$ cat src/rtl/uart_pkg.sv
// Shared constants for the serial port with its baud-rate generator.
// Assumes a 32-bit classic Wishbone register bus with word-aligned byte addresses.
package uart_pkg;

  localparam int unsigned CLK_HZ        = 50_000_000;

  // Register byte offsets
  localparam logic [7:0]  OFS_SER_CTRL  = 8'h00;
  localparam logic [7:0]  OFS_TX_DATA   = 8'h04;
  localparam logic [7:0]  OFS_RX_DATA   = 8'h08;
  localparam logic [7:0]  OFS_BAUD_CTRL = 8'h0C;
  localparam logic [7:0]  OFS_BAUD_RLD  = 8'h10;
  localparam logic [7:0]  OFS_FRAC_CTRL = 8'h14;
  localparam logic [7:0]  OFS_FRAC_STEP = 8'h18;
  localparam logic [7:0]  OFS_IRQ_STAT  = 8'h1C;
  localparam logic [7:0]  OFS_IRQ_MASK  = 8'h20;
  localparam logic [7:0]  OFS_STATUS    = 8'h24;

  // Serial control fields
  localparam int unsigned SC_MODE_LSB   = 0;
  localparam int unsigned SC_RX_EN      = 2;
  localparam int unsigned SC_M2_FAST    = 3;
  localparam int unsigned SC_USE_T1     = 4;
  localparam int unsigned SC_M0_RX_GO   = 5;

  // Baud control fields
  localparam int unsigned BC_RUN        = 0;
  localparam int unsigned BC_PRE_LSB    = 1;

  // Fractional divider control fields
  localparam int unsigned FC_EN         = 0;
  localparam int unsigned FC_MODE_SEL   = 1;

  // Interrupt / status bits
  localparam int unsigned IRQ_TX_DONE   = 0;
  localparam int unsigned IRQ_RX_DONE   = 1;
  localparam int unsigned IRQ_OVERRUN   = 2;
  localparam int unsigned ST_TX_BUSY    = 0;
  localparam int unsigned ST_RX_BUSY    = 1;
  localparam int unsigned ST_RX_FULL    = 2;

  // Reset values
  localparam logic [5:0]  SER_CTRL_RST  = 6'h00;
  localparam logic [7:0]  BAUD_RLD_RST  = 8'h00;
  localparam logic [7:0]  FRAC_STEP_RST = 8'h00;
  localparam logic [2:0]  IRQ_RST       = 3'h0;

  // Operating modes
  typedef enum logic [1:0] {
    MODE_SHIFT = 2'b00,
    MODE_8_VAR = 2'b01,
    MODE_9_FIX = 2'b10,
    MODE_9_VAR = 2'b11
  } ser_mode_t;

  // Timing: 16 oversample ticks per bit; mode 2 tick every 2 or 4 clocks
  localparam logic [3:0]  OVS_LAST      = 4'hF;
  localparam logic [3:0]  OVS_MID       = 4'h7;
  localparam logic [1:0]  M2_DIV32_LAST = 2'h1;
  localparam logic [1:0]  M2_DIV64_LAST = 2'h3;
  localparam logic [3:0]  BITS8_LAST    = 4'h7;
  localparam logic [3:0]  BITS9_LAST    = 4'h8;

endpackage

$ cat src/rtl/uart_core.sv
// Serial port with four modes, receive buffer and baud-rate generator.
// Assumes a classic Wishbone master on clk_i and a Timer 1 overflow pulse on the same clock.
// Notes on behaviour
// - Transmitter and receiver run independently and may work at the same time in modes 1 to 3.
// - Reception may start while a byte is unread; completing then loses the new byte.
// - Frames carry 8 or 9 data bits, least significant bit first.
// - Mode 0 shift register, 1 8-bit variable, 2 9-bit fixed, 3 9-bit variable.
// - Mode 0 shifts one bit every two clocks.
// - Mode 2 bit rate is clock divided by 32 or 64, selectable.
// - Variable modes use baud timer underflows or Timer 1 overflows.
// - Baud timer counts down on fractional output if enabled, else prescaler output.
// - With divider mode select 0 the run bit starts and stops the timer.
// - Each underflow reloads the 8-bit reload value and emits one pulse.
// - Enabled divider in normal mode stops the timer; run bit ignored.
// - Prescaler divides clock by two to the power of prescale select.
// - Fractional divider scales by step/256 only when enabled in fractional mode.
// - Without fraction, rate is clock/(16*prescale*(reload+1)); product must exceed one.
// - Generated bit rate reaches clock divided by 16 when that product is one.
// - Interrupt raised when a frame transmission or reception completes.
// - In modes 1 to 3 serial data goes out on the transmit line and comes in on receive; mode 0 uses the receive line both ways.
//
// The implementer's own choices: the register addresses and the Wishbone slave port.
`timescale 1ns/1ns
`default_nettype none
module uart_core
  import uart_pkg::*;
(
  input  wire logic        clk_i,
  input  wire logic        rst_i,
  input  wire logic        cyc_i,
  input  wire logic        stb_i,
  input  wire logic        we_i,
  input  wire logic [7:0]  adr_i,
  input  wire logic [3:0]  sel_i,
  input  wire logic [31:0] dat_i,
  output logic      [31:0] dat_o,
  output logic             ack_o,
  input  wire logic        t1_ovf_i,
  input  wire logic        rxd_i,
  output logic             rxd_o,
  output logic             rxd_oe_o,
  output logic             txd_o,
  output logic             irq_o
);

  typedef enum logic [2:0] {
    TX_IDLE  = 3'b000,
    TX_START = 3'b001,
    TX_DATA  = 3'b010,
    TX_STOP  = 3'b011,
    TX_SHIFT = 3'b100
  } tx_state_t;

  typedef enum logic [1:0] {
    RX_IDLE  = 2'b00,
    RX_START = 2'b01,
    RX_DATA  = 2'b10,
    RX_STOP  = 2'b11
  } rx_state_t;

  logic            ack_r;
  logic            wr_fire;
  logic            rd_fire;
  logic [1:0]      mode_r;
  logic            rx_en_r;
  logic            m2_fast_r;
  logic            use_t1_r;
  logic            run_r;
  logic [2:0]      presc_r;
  logic [7:0]      reload_r;
  logic            fd_en_r;
  logic            fd_mode_r;
  logic [7:0]      step_r;
  logic [2:0]      irq_stat_r;
  logic [2:0]      irq_mask_r;
  logic [2:0]      irq_set;
  logic [6:0]      pre_cnt_r;
  logic [6:0]      pre_last;
  logic            pre_tick;
  logic [7:0]      acc_r;
  logic [8:0]      acc_sum;
  logic            frac_tick;
  logic            timer_clk;
  logic            timer_on;
  logic [7:0]      btm_r;
  logic            baud_pulse_r;
  logic [1:0]      m2_cnt_r;
  logic            ovs_tick;
  logic            rxd_meta_r;
  logic            rxd_s_r;
  logic            nine_bits;
  logic [3:0]      bits_last;
  tx_state_t       tx_st_r;
  logic [3:0]      tx_sub_r;
  logic [3:0]      tx_bit_r;
  logic [8:0]      tx_sh_r;
  logic [8:0]      tx_last_r;
  logic            tx_line_r;
  logic            m0_rx_r;
  logic            m0_clk_r;
  logic            tx_done;
  logic            m0_done;
  logic            tx_start_req;
  logic            m0_rx_req;
  rx_state_t       rx_st_r;
  logic [3:0]      rx_sub_r;
  logic [3:0]      rx_bit_r;
  logic [8:0]      rx_sh_r;
  logic [8:0]      rx_buf_r;
  logic            rx_full_r;
  logic            rx_done;
  logic            rx_lost;
  logic [31:0]     rd_data;

  // Bus slave: ack one cycle after the request, effects at the ack edge
  assign wr_fire = cyc_i & stb_i & ack_r & we_i;
  assign rd_fire = cyc_i & stb_i & ack_r & ~we_i;

  always_ff @(posedge clk_i) begin
    if (rst_i) begin
      ack_r <= 1'b0;
    end else begin
      ack_r <= cyc_i & stb_i & ~ack_r;
    end
  end
  assign ack_o = ack_r;

  always_comb begin
    rd_data = 32'h0000_0000;
    unique case (adr_i)
      OFS_SER_CTRL:  rd_data[4:0] = {use_t1_r, m2_fast_r, rx_en_r, mode_r};
      OFS_TX_DATA:   rd_data[8:0] = tx_last_r;
      OFS_RX_DATA:   rd_data[8:0] = rx_buf_r;
      OFS_BAUD_CTRL: rd_data[3:0] = {presc_r, run_r};
      OFS_BAUD_RLD:  rd_data[7:0] = reload_r;
      OFS_FRAC_CTRL: rd_data[1:0] = {fd_mode_r, fd_en_r};
      OFS_FRAC_STEP: rd_data[7:0] = step_r;
      OFS_IRQ_STAT:  rd_data[2:0] = irq_stat_r;
      OFS_IRQ_MASK:  rd_data[2:0] = irq_mask_r;
      OFS_STATUS:    rd_data[2:0] = {rx_full_r, rx_st_r != RX_IDLE, tx_st_r != TX_IDLE};
      default:       rd_data = 32'h0000_0000;
    endcase
  end

  always_ff @(posedge clk_i) begin
    if (rst_i) begin
      dat_o <= 32'h0000_0000;
    end else if (cyc_i & stb_i & ~ack_r) begin
      dat_o <= rd_data;
    end
  end

  // Configuration registers; only byte lane 0 carries fields
  always_ff @(posedge clk_i) begin
    if (rst_i) begin
      {use_t1_r, m2_fast_r, rx_en_r, mode_r} <= SER_CTRL_RST[4:0];
      run_r     <= 1'b0;
      presc_r   <= 3'b000;
      reload_r  <= BAUD_RLD_RST;
      fd_en_r   <= 1'b0;
      fd_mode_r <= 1'b0;
      step_r    <= FRAC_STEP_RST;
      irq_mask_r <= IRQ_RST;
    end else if (wr_fire && sel_i[0]) begin
      unique case (adr_i)
        OFS_SER_CTRL: begin
          mode_r    <= dat_i[SC_MODE_LSB +: 2];
          rx_en_r   <= dat_i[SC_RX_EN];
          m2_fast_r <= dat_i[SC_M2_FAST];
          use_t1_r  <= dat_i[SC_USE_T1];
        end
        OFS_BAUD_CTRL: begin
          run_r   <= dat_i[BC_RUN];
          presc_r <= dat_i[BC_PRE_LSB +: 3];
        end
        OFS_BAUD_RLD:  reload_r <= dat_i[7:0];
        OFS_FRAC_CTRL: begin
          fd_en_r   <= dat_i[FC_EN];
          fd_mode_r <= dat_i[FC_MODE_SEL];
        end
        OFS_FRAC_STEP: step_r <= dat_i[7:0];
        OFS_IRQ_MASK:  irq_mask_r <= dat_i[2:0];
        default: ;
      endcase
    end
  end

  // Prescaler: one tick every 2^presc clocks
  assign pre_last = 7'((8'd1 << presc_r) - 8'd1);
  assign pre_tick = (pre_cnt_r == pre_last);

  always_ff @(posedge clk_i) begin
    if (rst_i || pre_tick) begin
      pre_cnt_r <= 7'h00;
    end else begin
      pre_cnt_r <= pre_cnt_r + 7'h01;
    end
  end

  // Fractional divider: carry of a step accumulator gives step/256 of ticks
  assign acc_sum   = {1'b0, acc_r} + {1'b0, step_r};
  assign frac_tick = pre_tick & acc_sum[8];

  always_ff @(posedge clk_i) begin
    if (rst_i || !fd_en_r || fd_mode_r) begin
      acc_r <= 8'h00;
    end else if (pre_tick) begin
      acc_r <= acc_sum[7:0];
    end
  end

  // Baud timer: counts down, reload and pulse on underflow
  assign timer_clk = fd_en_r ? frac_tick : pre_tick;
  assign timer_on  = run_r & ~(fd_en_r & fd_mode_r);

  always_ff @(posedge clk_i) begin
    if (rst_i) begin
      btm_r        <= 8'h00;
      baud_pulse_r <= 1'b0;
    end else begin
      baud_pulse_r <= 1'b0;
      if (!timer_on) begin
        btm_r <= reload_r;
      end else if (timer_clk) begin
        if (btm_r == 8'h00) begin
          btm_r        <= reload_r;
          baud_pulse_r <= 1'b1;
        end else begin
          btm_r <= btm_r - 8'h01;
        end
      end
    end
  end

  // Mode 2 fixed-rate tick at 16 per bit
  always_ff @(posedge clk_i) begin
    if (rst_i || ovs_tick && mode_r == MODE_9_FIX) begin
      m2_cnt_r <= 2'h0;
    end else begin
      m2_cnt_r <= m2_cnt_r + 2'h1;
    end
  end

  // Sixteen ticks per bit; a reload product of one would exceed clock/32
  always_comb begin
    if (mode_r == MODE_9_FIX) begin
      ovs_tick = (m2_cnt_r == (m2_fast_r ? M2_DIV32_LAST : M2_DIV64_LAST));
    end else begin
      ovs_tick = use_t1_r ? t1_ovf_i : baud_pulse_r;
    end
  end

  assign nine_bits = mode_r[1];
  assign bits_last = nine_bits ? BITS9_LAST : BITS8_LAST;

  // Receive pin synchroniser
  always_ff @(posedge clk_i) begin
    if (rst_i) begin
      rxd_meta_r <= 1'b1;
      rxd_s_r    <= 1'b1;
    end else begin
      rxd_meta_r <= rxd_i;
      rxd_s_r    <= rxd_meta_r;
    end
  end

  // Transmitter, also runs the mode 0 shift register in both directions
  assign tx_start_req = wr_fire && sel_i[0] && adr_i == OFS_TX_DATA;
  assign m0_rx_req    = wr_fire && sel_i[0] && adr_i == OFS_SER_CTRL &&
                        dat_i[SC_MODE_LSB +: 2] == MODE_SHIFT && dat_i[SC_RX_EN] &&
                        dat_i[SC_M0_RX_GO];
  assign tx_done = (tx_st_r == TX_STOP) && ovs_tick && tx_sub_r == OVS_LAST;
  assign m0_done = (tx_st_r == TX_SHIFT) && m0_clk_r && tx_bit_r == BITS8_LAST;

  always_ff @(posedge clk_i) begin
    if (rst_i) begin
      tx_last_r <= 9'h000;
    end else if (tx_start_req) begin
      tx_last_r <= dat_i[8:0];
    end
  end

  always_ff @(posedge clk_i) begin
    if (rst_i) begin
      tx_st_r   <= TX_IDLE;
      tx_sub_r  <= 4'h0;
      tx_bit_r  <= 4'h0;
      tx_sh_r   <= 9'h1FF;
      tx_line_r <= 1'b1;
      m0_rx_r   <= 1'b0;
      m0_clk_r  <= 1'b1;
    end else begin
      unique case (tx_st_r)
        TX_IDLE: begin
          tx_line_r <= 1'b1;
          m0_clk_r  <= 1'b1;
          tx_sub_r  <= 4'h0;
          tx_bit_r  <= 4'h0;
          if (tx_start_req || m0_rx_req) begin
            tx_sh_r <= tx_start_req ? dat_i[8:0] : 9'h1FF;
            m0_rx_r <= m0_rx_req;
            if (mode_r == MODE_SHIFT || m0_rx_req) begin
              tx_st_r  <= TX_SHIFT;
              m0_clk_r <= 1'b0;
            end else begin
              tx_st_r <= TX_START;
            end
          end
        end
        TX_SHIFT: begin
          // Clock low: present data; clock high: sample, one bit per 2 clocks
          m0_clk_r <= ~m0_clk_r;
          if (m0_clk_r) begin
            if (m0_rx_r) begin
              tx_sh_r[tx_bit_r] <= rxd_s_r;
            end
            tx_bit_r <= tx_bit_r + 4'h1;
            if (tx_bit_r == BITS8_LAST) begin
              tx_st_r  <= TX_IDLE;
              m0_clk_r <= 1'b1;
            end
          end
        end
        TX_START, TX_DATA, TX_STOP: begin
          if (ovs_tick && tx_st_r == TX_START && tx_line_r) begin
            // Start bit opens on a tick, else it falls short of 16 ticks
            tx_line_r <= 1'b0;
          end else if (ovs_tick) begin
            tx_sub_r <= tx_sub_r + 4'h1;
            if (tx_sub_r == OVS_LAST) begin
              unique case (tx_st_r)
                TX_START: begin
                  tx_st_r   <= TX_DATA;
                  tx_line_r <= tx_sh_r[0];
                  tx_sh_r   <= {1'b1, tx_sh_r[8:1]};
                end
                TX_DATA: begin
                  tx_bit_r <= tx_bit_r + 4'h1;
                  if (tx_bit_r == bits_last) begin
                    tx_st_r   <= TX_STOP;
                    tx_line_r <= 1'b1;
                  end else begin
                    tx_line_r <= tx_sh_r[0];
                    tx_sh_r   <= {1'b1, tx_sh_r[8:1]};
                  end
                end
                default: tx_st_r <= TX_IDLE;
              endcase
            end
          end
        end
        default: tx_st_r <= TX_IDLE;
      endcase
    end
  end

  // Mode 0: data on the receive pin, shift clock on the transmit pin
  assign txd_o    = (mode_r == MODE_SHIFT) ? m0_clk_r : tx_line_r;
  assign rxd_oe_o = (tx_st_r == TX_SHIFT) && !m0_rx_r;
  assign rxd_o    = tx_sh_r[tx_bit_r];

  // Receiver, independent of the transmitter except in mode 0, where the transmitter runs reception
  assign rx_done = ((rx_st_r == RX_STOP) && ovs_tick && rx_sub_r == OVS_MID) ||
                   (m0_done && m0_rx_r);
  assign rx_lost = rx_done & rx_full_r;

  always_ff @(posedge clk_i) begin
    if (rst_i) begin
      rx_st_r  <= RX_IDLE;
      rx_sub_r <= 4'h0;
      rx_bit_r <= 4'h0;
      rx_sh_r  <= 9'h000;
    end else if (ovs_tick && mode_r != MODE_SHIFT) begin
      rx_sub_r <= rx_sub_r + 4'h1;
      unique case (rx_st_r)
        RX_IDLE: begin
          rx_sub_r <= 4'h0;
          rx_bit_r <= 4'h0;
          if (rx_en_r && !rxd_s_r) begin
            rx_st_r <= RX_START;
          end
        end
        RX_START: begin
          if (rx_sub_r == OVS_MID && rxd_s_r) begin
            rx_st_r <= RX_IDLE;
          end else if (rx_sub_r == OVS_LAST) begin
            rx_st_r <= RX_DATA;
          end
        end
        RX_DATA: begin
          if (rx_sub_r == OVS_MID) begin
            rx_sh_r[rx_bit_r] <= rxd_s_r;
          end else if (rx_sub_r == OVS_LAST) begin
            rx_bit_r <= rx_bit_r + 4'h1;
            if (rx_bit_r == bits_last) begin
              rx_st_r <= RX_STOP;
            end
          end
        end
        RX_STOP: begin
          // Finish mid stop bit so a back-to-back start edge is seen
          if (rx_sub_r == OVS_MID) begin
            rx_st_r <= RX_IDLE;
          end
        end
        default: rx_st_r <= RX_IDLE;
      endcase
    end
  end

  // Receive buffer: newer byte is dropped if the older one is unread
  always_ff @(posedge clk_i) begin
    if (rst_i) begin
      rx_buf_r  <= 9'h000;
      rx_full_r <= 1'b0;
    end else begin
      if (rx_done && !rx_full_r) begin
        rx_buf_r  <= m0_rx_r ? {1'b0, tx_sh_r[7:0]} :
                     (nine_bits ? rx_sh_r : {1'b0, rx_sh_r[7:0]});
        rx_full_r <= 1'b1;
      end else if (rd_fire && adr_i == OFS_RX_DATA) begin
        rx_full_r <= 1'b0;
      end
    end
  end

  // Sticky interrupt status, write one to clear; a new event wins
  assign irq_set = {rx_lost, rx_done & ~rx_full_r, tx_done | (m0_done & ~m0_rx_r)};

  always_ff @(posedge clk_i) begin
    if (rst_i) begin
      irq_stat_r <= IRQ_RST;
    end else if (wr_fire && sel_i[0] && adr_i == OFS_IRQ_STAT) begin
      irq_stat_r <= (irq_stat_r & ~dat_i[2:0]) | irq_set;
    end else begin
      irq_stat_r <= irq_stat_r | irq_set;
    end
  end

  assign irq_o = |(irq_stat_r & irq_mask_r);

endmodule
`default_nettype wire

$ cat config.mk
export PLATFORM = sky130hd
export DESIGN_NAME = uart_core
export DESIGN_NICKNAME = d
export VERILOG_FILES = /design/src/rtl/uart_pkg.sv /design/src/rtl/uart_core.sv
export SDC_FILE = /design/constraint.sdc
export NUM_CORES = 1
export LEC_CHECK = 0
export BUFFER_PORTS_ARGS = -buffer_cell sky130_fd_sc_hd__buf_2
export CORE_AREA = 2 2 89 156
export CTS_CLUSTER_SIZE = 30
export DETAILED_ROUTE_END_ITERATION = 8
export DIE_AREA = 0 0 91 158
export GPL_TIMING_DRIVEN = 1
export PLACE_DENSITY = 0.79
export SLEW_MARGIN = 5
export SYNTH_ARGS = -nofsm -noshare
export SYNTH_HDL_FRONTEND = slang
export SYNTH_SLANG_ARGS = --single-unit
export TNS_END_PERCENT = 100
$ cat constraint.sdc
create_clock -name clk_i -period 3.2 [get_ports clk_i]
set_input_delay 0.32 -clock clk_i [delete_from_list [all_inputs] [get_ports clk_i]]
set_output_delay 0.32 -clock clk_i [all_outputs]
set_load 0.05 [all_outputs]
# Word level (Yosys, flattened, before mapping)
# Cells that the tools add are included.
[op_classes]
addsub = 9
order_cmp = 4
eq_ne = 46
n_shift = 1
n_mux = 81
n_bitwise = 25
n_reduce_logical = 68
[op_table]
columns = ["operator", "n"]
rows = [
  ["2-to-1 mux 9 bit", 10],
  ["2-to-1 mux 4 bit", 11],
  ["equality test 8 x 5 -> 1 bit (second input constant)", 4],
  ["2-to-1 mux 3 bit", 9],
  ["case mux 9 bit (3 select lines)", 1],
  ["logical AND 1 bit", 25],
  ["2-to-1 mux 8 bit", 3],
  ["inequality test 2 bit (second input constant)", 12],
  ["case mux 2 bit (10 select lines)", 1],
  ["bitwise mux 9 bit", 2],
  ["2-to-1 mux 1 bit", 18],
  ["inequality test 3 bit (second input constant)", 6],
  ["case mux 9 bit (2 select lines)", 1],
  ["adder 4 x 1 -> 4 bit (second input constant)", 4],
  ["equality test 8 x 4 -> 1 bit (second input constant)", 2],
  ["equality test 8 x 6 -> 1 bit (second input constant)", 2],
  ["zero test 8 bit", 2],
  ["2-to-1 mux 2 bit", 8],
  ["case mux 4 bit (2 select lines)", 2],
  ["AND reduction 2 bit", 7],
  ["AND reduction 7 bit", 2],
  ["case mux 3 bit (4 select lines)", 1],
  ["case mux 4 bit (3 select lines)", 1],
  ["nonzero test 2 bit", 6],
  ["other kinds (46)", 94],
]
[totals]
reg_bits = 132
in_bits = 51
output_inout_bits = 37

# Longest topological paths before layout
# Gate-level depths: netlist (run 1).
[logic_depth]
word_depth = 12
mapped_depth = 9
ltp_nobuf = 8

# Worst setup path after synthesis (run 1)
# Ideal clock, no wire load.
[synth_timing]
path_kind = "register to output"
from = "register tx_bit_r[2]"
to = "output port rxd_o"
arrival_ns = 1.931
slack_ns = 0.949
path_stages_with_launch = 5
path_buffers = 1
path_cell_list = "dfxtp_1 buf_4 nor2b_1 a21oi_1 o32ai_1"
[synth_between]
elab_chain_cells = 2
[synth_lines]
columns = ["item", "line_no", "rtl"]
rows = [
  ["start, declared", "uart_core.sv:95", "logic [3:0] tx_bit_r;"],
  ["start signal, assigned", "uart_core.sv:317", "tx_bit_r <= tx_bit_r + 4'h1;"],
  ["start signal, assigned", "uart_core.sv:338", "tx_bit_r <= tx_bit_r + 4'h1;"],
  ["binary-select mux 1 bit (select 4 bit)", "uart_core.sv:360", "assign rxd_o = tx_sh_r[tx_bit_r];"],
  ["2-to-1 mux 1 bit (not written as such)", "uart_core.sv:360", ""],
  ["end, declared", "uart_core.sv:40", "output logic rxd_o,"],
]
# No other way between the ends. The select of a mux whose other input is x is not followed.

# Worst setup path after layout (run 1)
[layout_timing]
from = "register step_r[0]"
to = "register btm_r[3]"
[layout_between]
elab_chain_cells = 4
[layout_lines]
columns = ["item", "line_no", "rtl"]
rows = [
  ["start, declared", "uart_core.sv:73", "logic [7:0] step_r;"],
  ["start signal, assigned", "uart_core.sv:181", "OFS_FRAC_STEP: step_r <= dat_i[7:0];"],
  ["adder 8 x 8 -> 9 bit", "uart_core.sv:201", "assign acc_sum = {1'b0, acc_r} + {1'b0, step_r};"],
  ["AND 1 bit", "uart_core.sv:202", "assign frac_tick = pre_tick & acc_sum[8];"],
  ["2-to-1 mux 1 bit", "uart_core.sv:213", "assign timer_clk = fd_en_r ? frac_tick : pre_tick;"],
  ["inequality test 2 bit (no source line)", "-", ""],
  ["end signal, assigned", "uart_core.sv:223", "btm_r <= reload_r;"],
  ["end signal, assigned", "uart_core.sv:226", "btm_r <= reload_r;"],
  ["end signal, assigned", "uart_core.sv:229", "btm_r <= btm_r - 8'h01;"],
  ["end, declared", "uart_core.sv:85", "logic [7:0] btm_r;"],
]
# No other way between the ends.
# A chain may end at the register's enable or synchronous reset.

==> results.toml, run 1 <==
[placement]
gp_routability_congestion = 0.952
total_instance_count_after_detailed_placement = 1095
place_area_um2 = 7820
placement.setup.worst_slack_ns = 0.655
numPortBuffers = 38
dp_hpwl_um = 14700

[synthesis]
top_flip_flop_cell_by_instance_count_after_synthesis = "dfxtp_1"
biggest_area_contributors_in_the_synthesized_netlist = "dfxtp_1 (35%), mux2i_1 (9.6%), nor2_1 (6.4%)"
number_of_synthesized_flops_with_an_enable_pin = 0
synth.cell_area_um2 = 7630
synthDominantCellAreaShare_pct = 34.6
ffs_w_async_s_r_synth_pct = 0
synth_warnings = 0
most_numerous_cell_types_in_the_synthesized_netlist = "dfxtp_1 (132), nor2_1 (130), nand2_1 (102)"
most_used_standard_cell_by_instance_count_after_synthesis = "dfxtp_1"
synth_seq_cells = 132
synth-seq-area-share_pct = 34.6
syn_inst = 925
synth.largest_area_cell = "dfxtp_1"
synth_cell_type_count = 93
avgSynthCellArea_um2 = 8.25

[floorplanning]
core_um2 = 13200
fp-row-count = 56
floorplan.io_pins = 88
dieWidth_um = 91
floorplan.die.height_um = 158
floorplan.initialDensity_pct = 58.0
die_area_um2 = 14400

[worst_setup_path]
arrival_ns = 2.91
slowest_delay_ns = 0.44
criticalPathCategory = "flop to flop"
crit_path_end_kind = "flop"
critical_path_buf_inv_count = 0
setup.worst_path.start_class = "flop"
worst_ep_required_time_ns = 3.56
worst_path_dominant_cell_family = "compound AO/OA/AOI/OAI gates"
critical_path_peak_fanout = 10
critical-path-slowest-cell = "a31oi_2"
timing.critical_path.cells = "ha_1 -> fa_1 -> a211oi_1 -> o2111ai_1 -> and3_1 -> a31oi_2 -> o21ai_0 -> a21oi_1"

[timing]
hold_viol = 0
fin_setup_tns_ns = 0
slew_viol_final = 0
finalSetupViolCount = 0
share_of_the_clock_period_used_by_the_worst_path_pct = 79.6
timing.final.crit_period_ns = 2.55
unrepaired_setup_endpoints_after_global_routing = "no"
setup_ws_ns = 0.654
skew_ns = 0.0125
peak_clock_frequency_supported_by_timing_ghz = 0.393
max-slew-margin-rel_pct = 48.5
worstMarginPinSlew_ns = 0.770

[routing]
drt-total-wl_um = 20200
number_of_vias_per_cell = 6.05
detail_route.iter0.violations = 500
remaining_drc_errors = 0
num_vias = 6815
route.detailed.wl_per_inst_um = 17.9
first_pass_drt_iterations = 5
antenna_nets_post_route = 0

[finish]
fill_cells = 1110
ratio_of_cells_with_drive_above_1_in_the_final_layout_pct = 12.5
area_growth_syn_to_layout_pct = 11.3
fin_area_um2 = 8500
nNetsFinal = 1013
utilization_pct = 64.5
insertedDiodeCount = 0
final-instance-count-excl-fill = 1127

[worst_hold_path]
min_path_type = "input pin to flop"

[grt]
first_global_vias = 6558
global_route.usage.met3_pct = 5.52
groute.layer.met1.usage_pct = 28.4
grt_antenna_before_repair = 0
grt_start_max_net_pins = 47
grt-busiest-layer = "met2"
globalRoute.totalOverflow = 0
met2_capacity_usage_during_global_routing_pct = 51.4
grt_pass1_wl_um = 32400
global_route.usage.total_pct = 28.6

[run_status]
outcome = "completed"

[power_and_ir_drop]
power.density_nw_per_um2 = 495
peak_supply_drop_mv = 0.377
total_leakage_power_uw = 0.00314

[cts]
clk_latency_ns = 0.43
htreeDepth = 4
tritoncts.num_buffers = 17
clk_path_buf_depth = 2
clock-root-buffer = "clkbuf_16"
postCtsSetupBuffers = 0
post_cts.resized_instances = 0
hold_buffers = 0
cts_num_sinks = 132
cts_tree = "done"
clkSlewWorstSetupHoldPaths_ns = 0.06

[flow_run]
max_cap_viol_count = 0
==> routing by layer <==
metal | share of wire (%) | vias to the layer above
li1 | - | 3284
met4 | 8.0 | 0
met5 | 0 | -
met3 | 5.0 | 93
met2 | 52 | 255
met1 | 35 | 3183
==> state kept, by name (all words and copies together) (netlist names), 7 cells and up, named ones only <==
| register | flops |
|---|---|
| btm_r | 8 |
| rx_buf_r | 9 |
| step_r | 8 |
| rx_sh_r | 9 |
| reload_r | 8 |
| tx_last_r | 9 |
| dat_o | 9 |
| pre_cnt_r | 7 |
| tx_sh_r | 9 |
| acc_r | 8 |
==> per-stage QoR <==
step | power [uW] | hold slack (ns)
after floorplan | 1950 | 0.389
after global placement | 2000 | 0.396
after detailed placement | 2000 | 0.396
after CTS | 4210 | 0.0724
after global routing | 4310 | 0.0797
final | 4200 | 0.0718
==> final timing paths <==
check	slack (ns)	to	startpoint	cells after the start
worst max register to register	0.65	btm_r[3]	step_r[0]	8
worst max-delay path	0.65	btm_r[3]	step_r[0]	8
worst min-delay path	0.07	rxd_meta_r	rxd_i	2
worst min register to register	0.41	rxd_s_r	rxd_meta_r	1
==> placed cells by master, fill, tap and decap left out, drive strengths merged, types with 14 or more instances in the layout <==
cell type and n:
ha 21, inv 22, a21oi 59, mux2i 73, conb 23, nand2 103, nor3 18, o21ai 36
nor2 133, buf 51, dfxtp 132, nand3 37, clkbuf 21, a211oi 14
==> area by class of cell <==
type | instances | area, um2 | share of cell area [%]
repair buffers | 51 | 290 | 3.42
clock inverters | 11 | 195 | 2.30
flip-flops and latches | 132 | 2640 | 31.1
inverters | 20 | 75.1 | 0.883
multi-input cells | 718 | 4600 | 54.1
clock buffers | 21 | 480 | 5.65
well taps | 174 | 218 | 2.56
==> power breakdown <==
| part | internal [uW] | leakage, uW | total [uW] | switching [uW] |
|---|---|---|---|---|
| sequential | 1660 | 0.00107 | 1670 | 15.0 |
| clock | 1470 | 0.000322 | 2230 | 765 |
| combinational | 72.2 | 0.00175 | 298 | 226 |
| total | 3200 | 0.00314 | 4200 | 1010 |
==> logic make-up after synthesis <==
| kind of cell | share of synthesized area, % |
|---|---|
| simple gates | 23.6 |
| compound gates | 17.8 |
| flops | 34.6 |
| buf+inv | 6.42 |
| mux | 10.9 |
| xor+xnor | 2.95 |
| fa+ha+maj | 3.70 |
| other cells | 0.0491 |
(Power assumes the default switching activity.)
==> run 2: changes to the inputs <==
CORE_AREA = 2 2 94 164   (was 2 2 89 156)
DIE_AREA = 0 0 96 166   (was 0 0 91 158)
PLACE_DENSITY = 0.75   (was 0.79)
clock period = 2.2 ns   (was 3.2 ns; I/O delays follow)
==> results.toml, run 2 (synthesized netlist as in run 1, its figures left out) <==
[timing]
share_of_the_clock_period_used_by_the_worst_path_pct = 98.8
finalSetupViolCount = 0
hold_viol = 0
max-slew-margin-rel_pct = 48.4
worstMarginPinSlew_ns = 0.763
slew_viol_final = 0
timing.final.crit_period_ns = 2.17
unrepaired_setup_endpoints_after_global_routing = "yes"
peak_clock_frequency_supported_by_timing_ghz = 0.460
skew_ns = 0.0129

[floorplanning]
floorplan.initialDensity_pct = 52.0
dieWidth_um = 96
floorplan.io_pins = 88
floorplan.die.height_um = 166
die_area_um2 = 15900
fp-row-count = 59
core_um2 = 14700

[cts]
htreeDepth = 4
clkSlewWorstSetupHoldPaths_ns = 0.06
cts_num_sinks = 132
clk_latency_ns = 0.43
clock-root-buffer = "clkbuf_16"
clk_path_buf_depth = 2
tritoncts.num_buffers = 17
cts_tree = "done"

[worst_setup_path]
arrival_ns = 2.47
critical-path-slowest-cell = "fa_2"
crit_path_end_kind = "flop"
timing.reg2reg.setup_slack_ns = 0.03
worst_r2r_startpoint = "step_r[0]"
worst_r2r_endpoint = "acc_r[6]"
critical_path_peak_fanout = 2
timing.critical_path.cells = "ha_4 -> fa_2 -> a211oi_4 -> buf_4 -> buf_4 -> buf_4 -> buf_4 -> o21bai_1 -> a21oi_2 -> xnor2_1 -> mux2i_1 -> nor2_1"
critical_path.startpoint = "step_r[0]"
worst_path_dominant_cell_family = "adder cells"
critical_path_buf_inv_count = 4
most_used_cell_cp = "buf_4"
setup.worst_path.start_class = "flop"
worst_setup_path_endpoint = "acc_r[6]"
worst_r2r_path_depth = 12
worst_ep_required_time_ns = 2.50
criticalPathCategory = "flop to flop"
slowest_delay_ns = 0.39
cp.depth = 12

[grt]
global_route.usage.total_pct = 28.8
grt_start_max_net_pins = 30
first_global_vias = 7140
globalRoute.totalOverflow = 0
grt_pass1_wl_um = 35400
grt_antenna_before_repair = 0

[power_and_ir_drop]
power.density_nw_per_um2 = 657
peak_supply_drop_mv = 0.493
total_leakage_power_uw = 0.00345

[placement]
total_instance_count_after_detailed_placement = 1159
dp_hpwl_um = 16200
place_area_um2 = 8260
gp_routability_congestion = 0.936
numPortBuffers = 38

[finish]
final-instance-count-excl-fill = 1200
mostFrequentLayoutCell = "dfxtp_1"
multi_input_comb_area_um2 = 4680
insertedDiodeCount = 0
area_growth_syn_to_layout_pct = 18.9
fin_area_um2 = 9070
ratio_of_cells_with_drive_above_1_in_the_final_layout_pct = 19.5
most_used_cells_in_the_layout_excluding_fill_and_tap_cells = "dfxtp_1 (130), nor2_1 (129), nand2_1 (102)"
seq_area_um2 = 2650
nNetsFinal = 1077
fill_cells = 1243

[routing]
number_of_vias_per_cell = 6.00
remaining_drc_errors = 0
detail_route.iter0.violations = 479
antenna_nets_post_route = 0
first_pass_drt_iterations = 6
drt-total-wl_um = 22200
num_vias = 7203
route.detailed.wl_per_inst_um = 18.5

[flow_run]
max_cap_viol_count = 0

[worst_hold_path]
min_path_type = "input pin to flop"

[run_status]
outcome = "completed"
-- run 2: worst min-delay path, cell delays in order --
cell and delay (ns):
buf_2 0.14, nand2_1 0.06, a21oi_1 0.05
-- run 2: layout make-up --
cell class | instances | share of cell area (%)
Clock buffer | 17 | 4.69
Clock inverter | 15 | 2.25
Inverter | 20 | 0.827
Multi-Input combinational cell | 718 | 51.6
Sequential cell | 132 | 29.1
Tap cell | 183 | 2.52
Timing Repair Buffer | 115 | 8.99
-- run 2: metrics by stage --
step | setup TNS, ns | setup WS (ns) | power (uW) | hold slack, ns | utilization (%)
after floorplan | 0 | 0.0204 | 2830 | 0.324 | -
after global placement | -0.145 | -0.0537 | 2950 | 0.401 | 56.3
after detailed placement | -0.405 | -0.0862 | 2950 | 0.403 | 56.3
after CTS | 0 | 0.00263 | 5980 | 0.0925 | 60.9
after global routing | -0.224 | -0.0912 | 6130 | 0.100 | 61.8
final | 0 | 0.0267 | 5970 | 0.0958 | 61.8
-- run 2: power by group --
group          switching [uW]  total (uW)  internal [uW]
logic                     346         483            137
registers                22.7        2430           2410
clock network            1150        3050           1900
total                    1520        5970           4450
-- run 2: timing repair --
| item | 4_1_cts | 5_1_grt |
|---|---|---|
| hold buffers | 1 | 0 |
| cloned | 0 | 1 |
| pin swaps | 2 | 17 |
| endpoints found under the hold margin | 1 | 0 |
| endpoints found under the setup margin | 9 | 21 |
| setup buffers | 4 | 3 |
| gates resized for setup | 4 | 28 |
-- run 2: how the worst min path moves through the flow --
stage	from	endpoint	slack (ns)	depth (start not counted)
after floorplan	rxd_i	rxd_meta_r	0.32	1
after global placement	rxd_meta_r	rxd_s_r	0.40	1
after detailed placement	rxd_meta_r	rxd_s_r	0.40	1
after CTS	dat_i[7]	tx_last_r[7]	0.09	3
after global routing	dat_i[6]	tx_last_r[6]	0.10	3
final	dat_i[6]	tx_last_r[6]	0.1	3
-- run 2: layer usage --
layer	GRT usage, %	up-vias	routed length, um	share of wire [%]
li1	-	3417	-	-
met1	29.3	3349	7650	34
met2	48.4	309	11200	50
met3	5.90	128	1190	5.3
met4	23.8	0	2180	9.8
met5	0	-	0	0
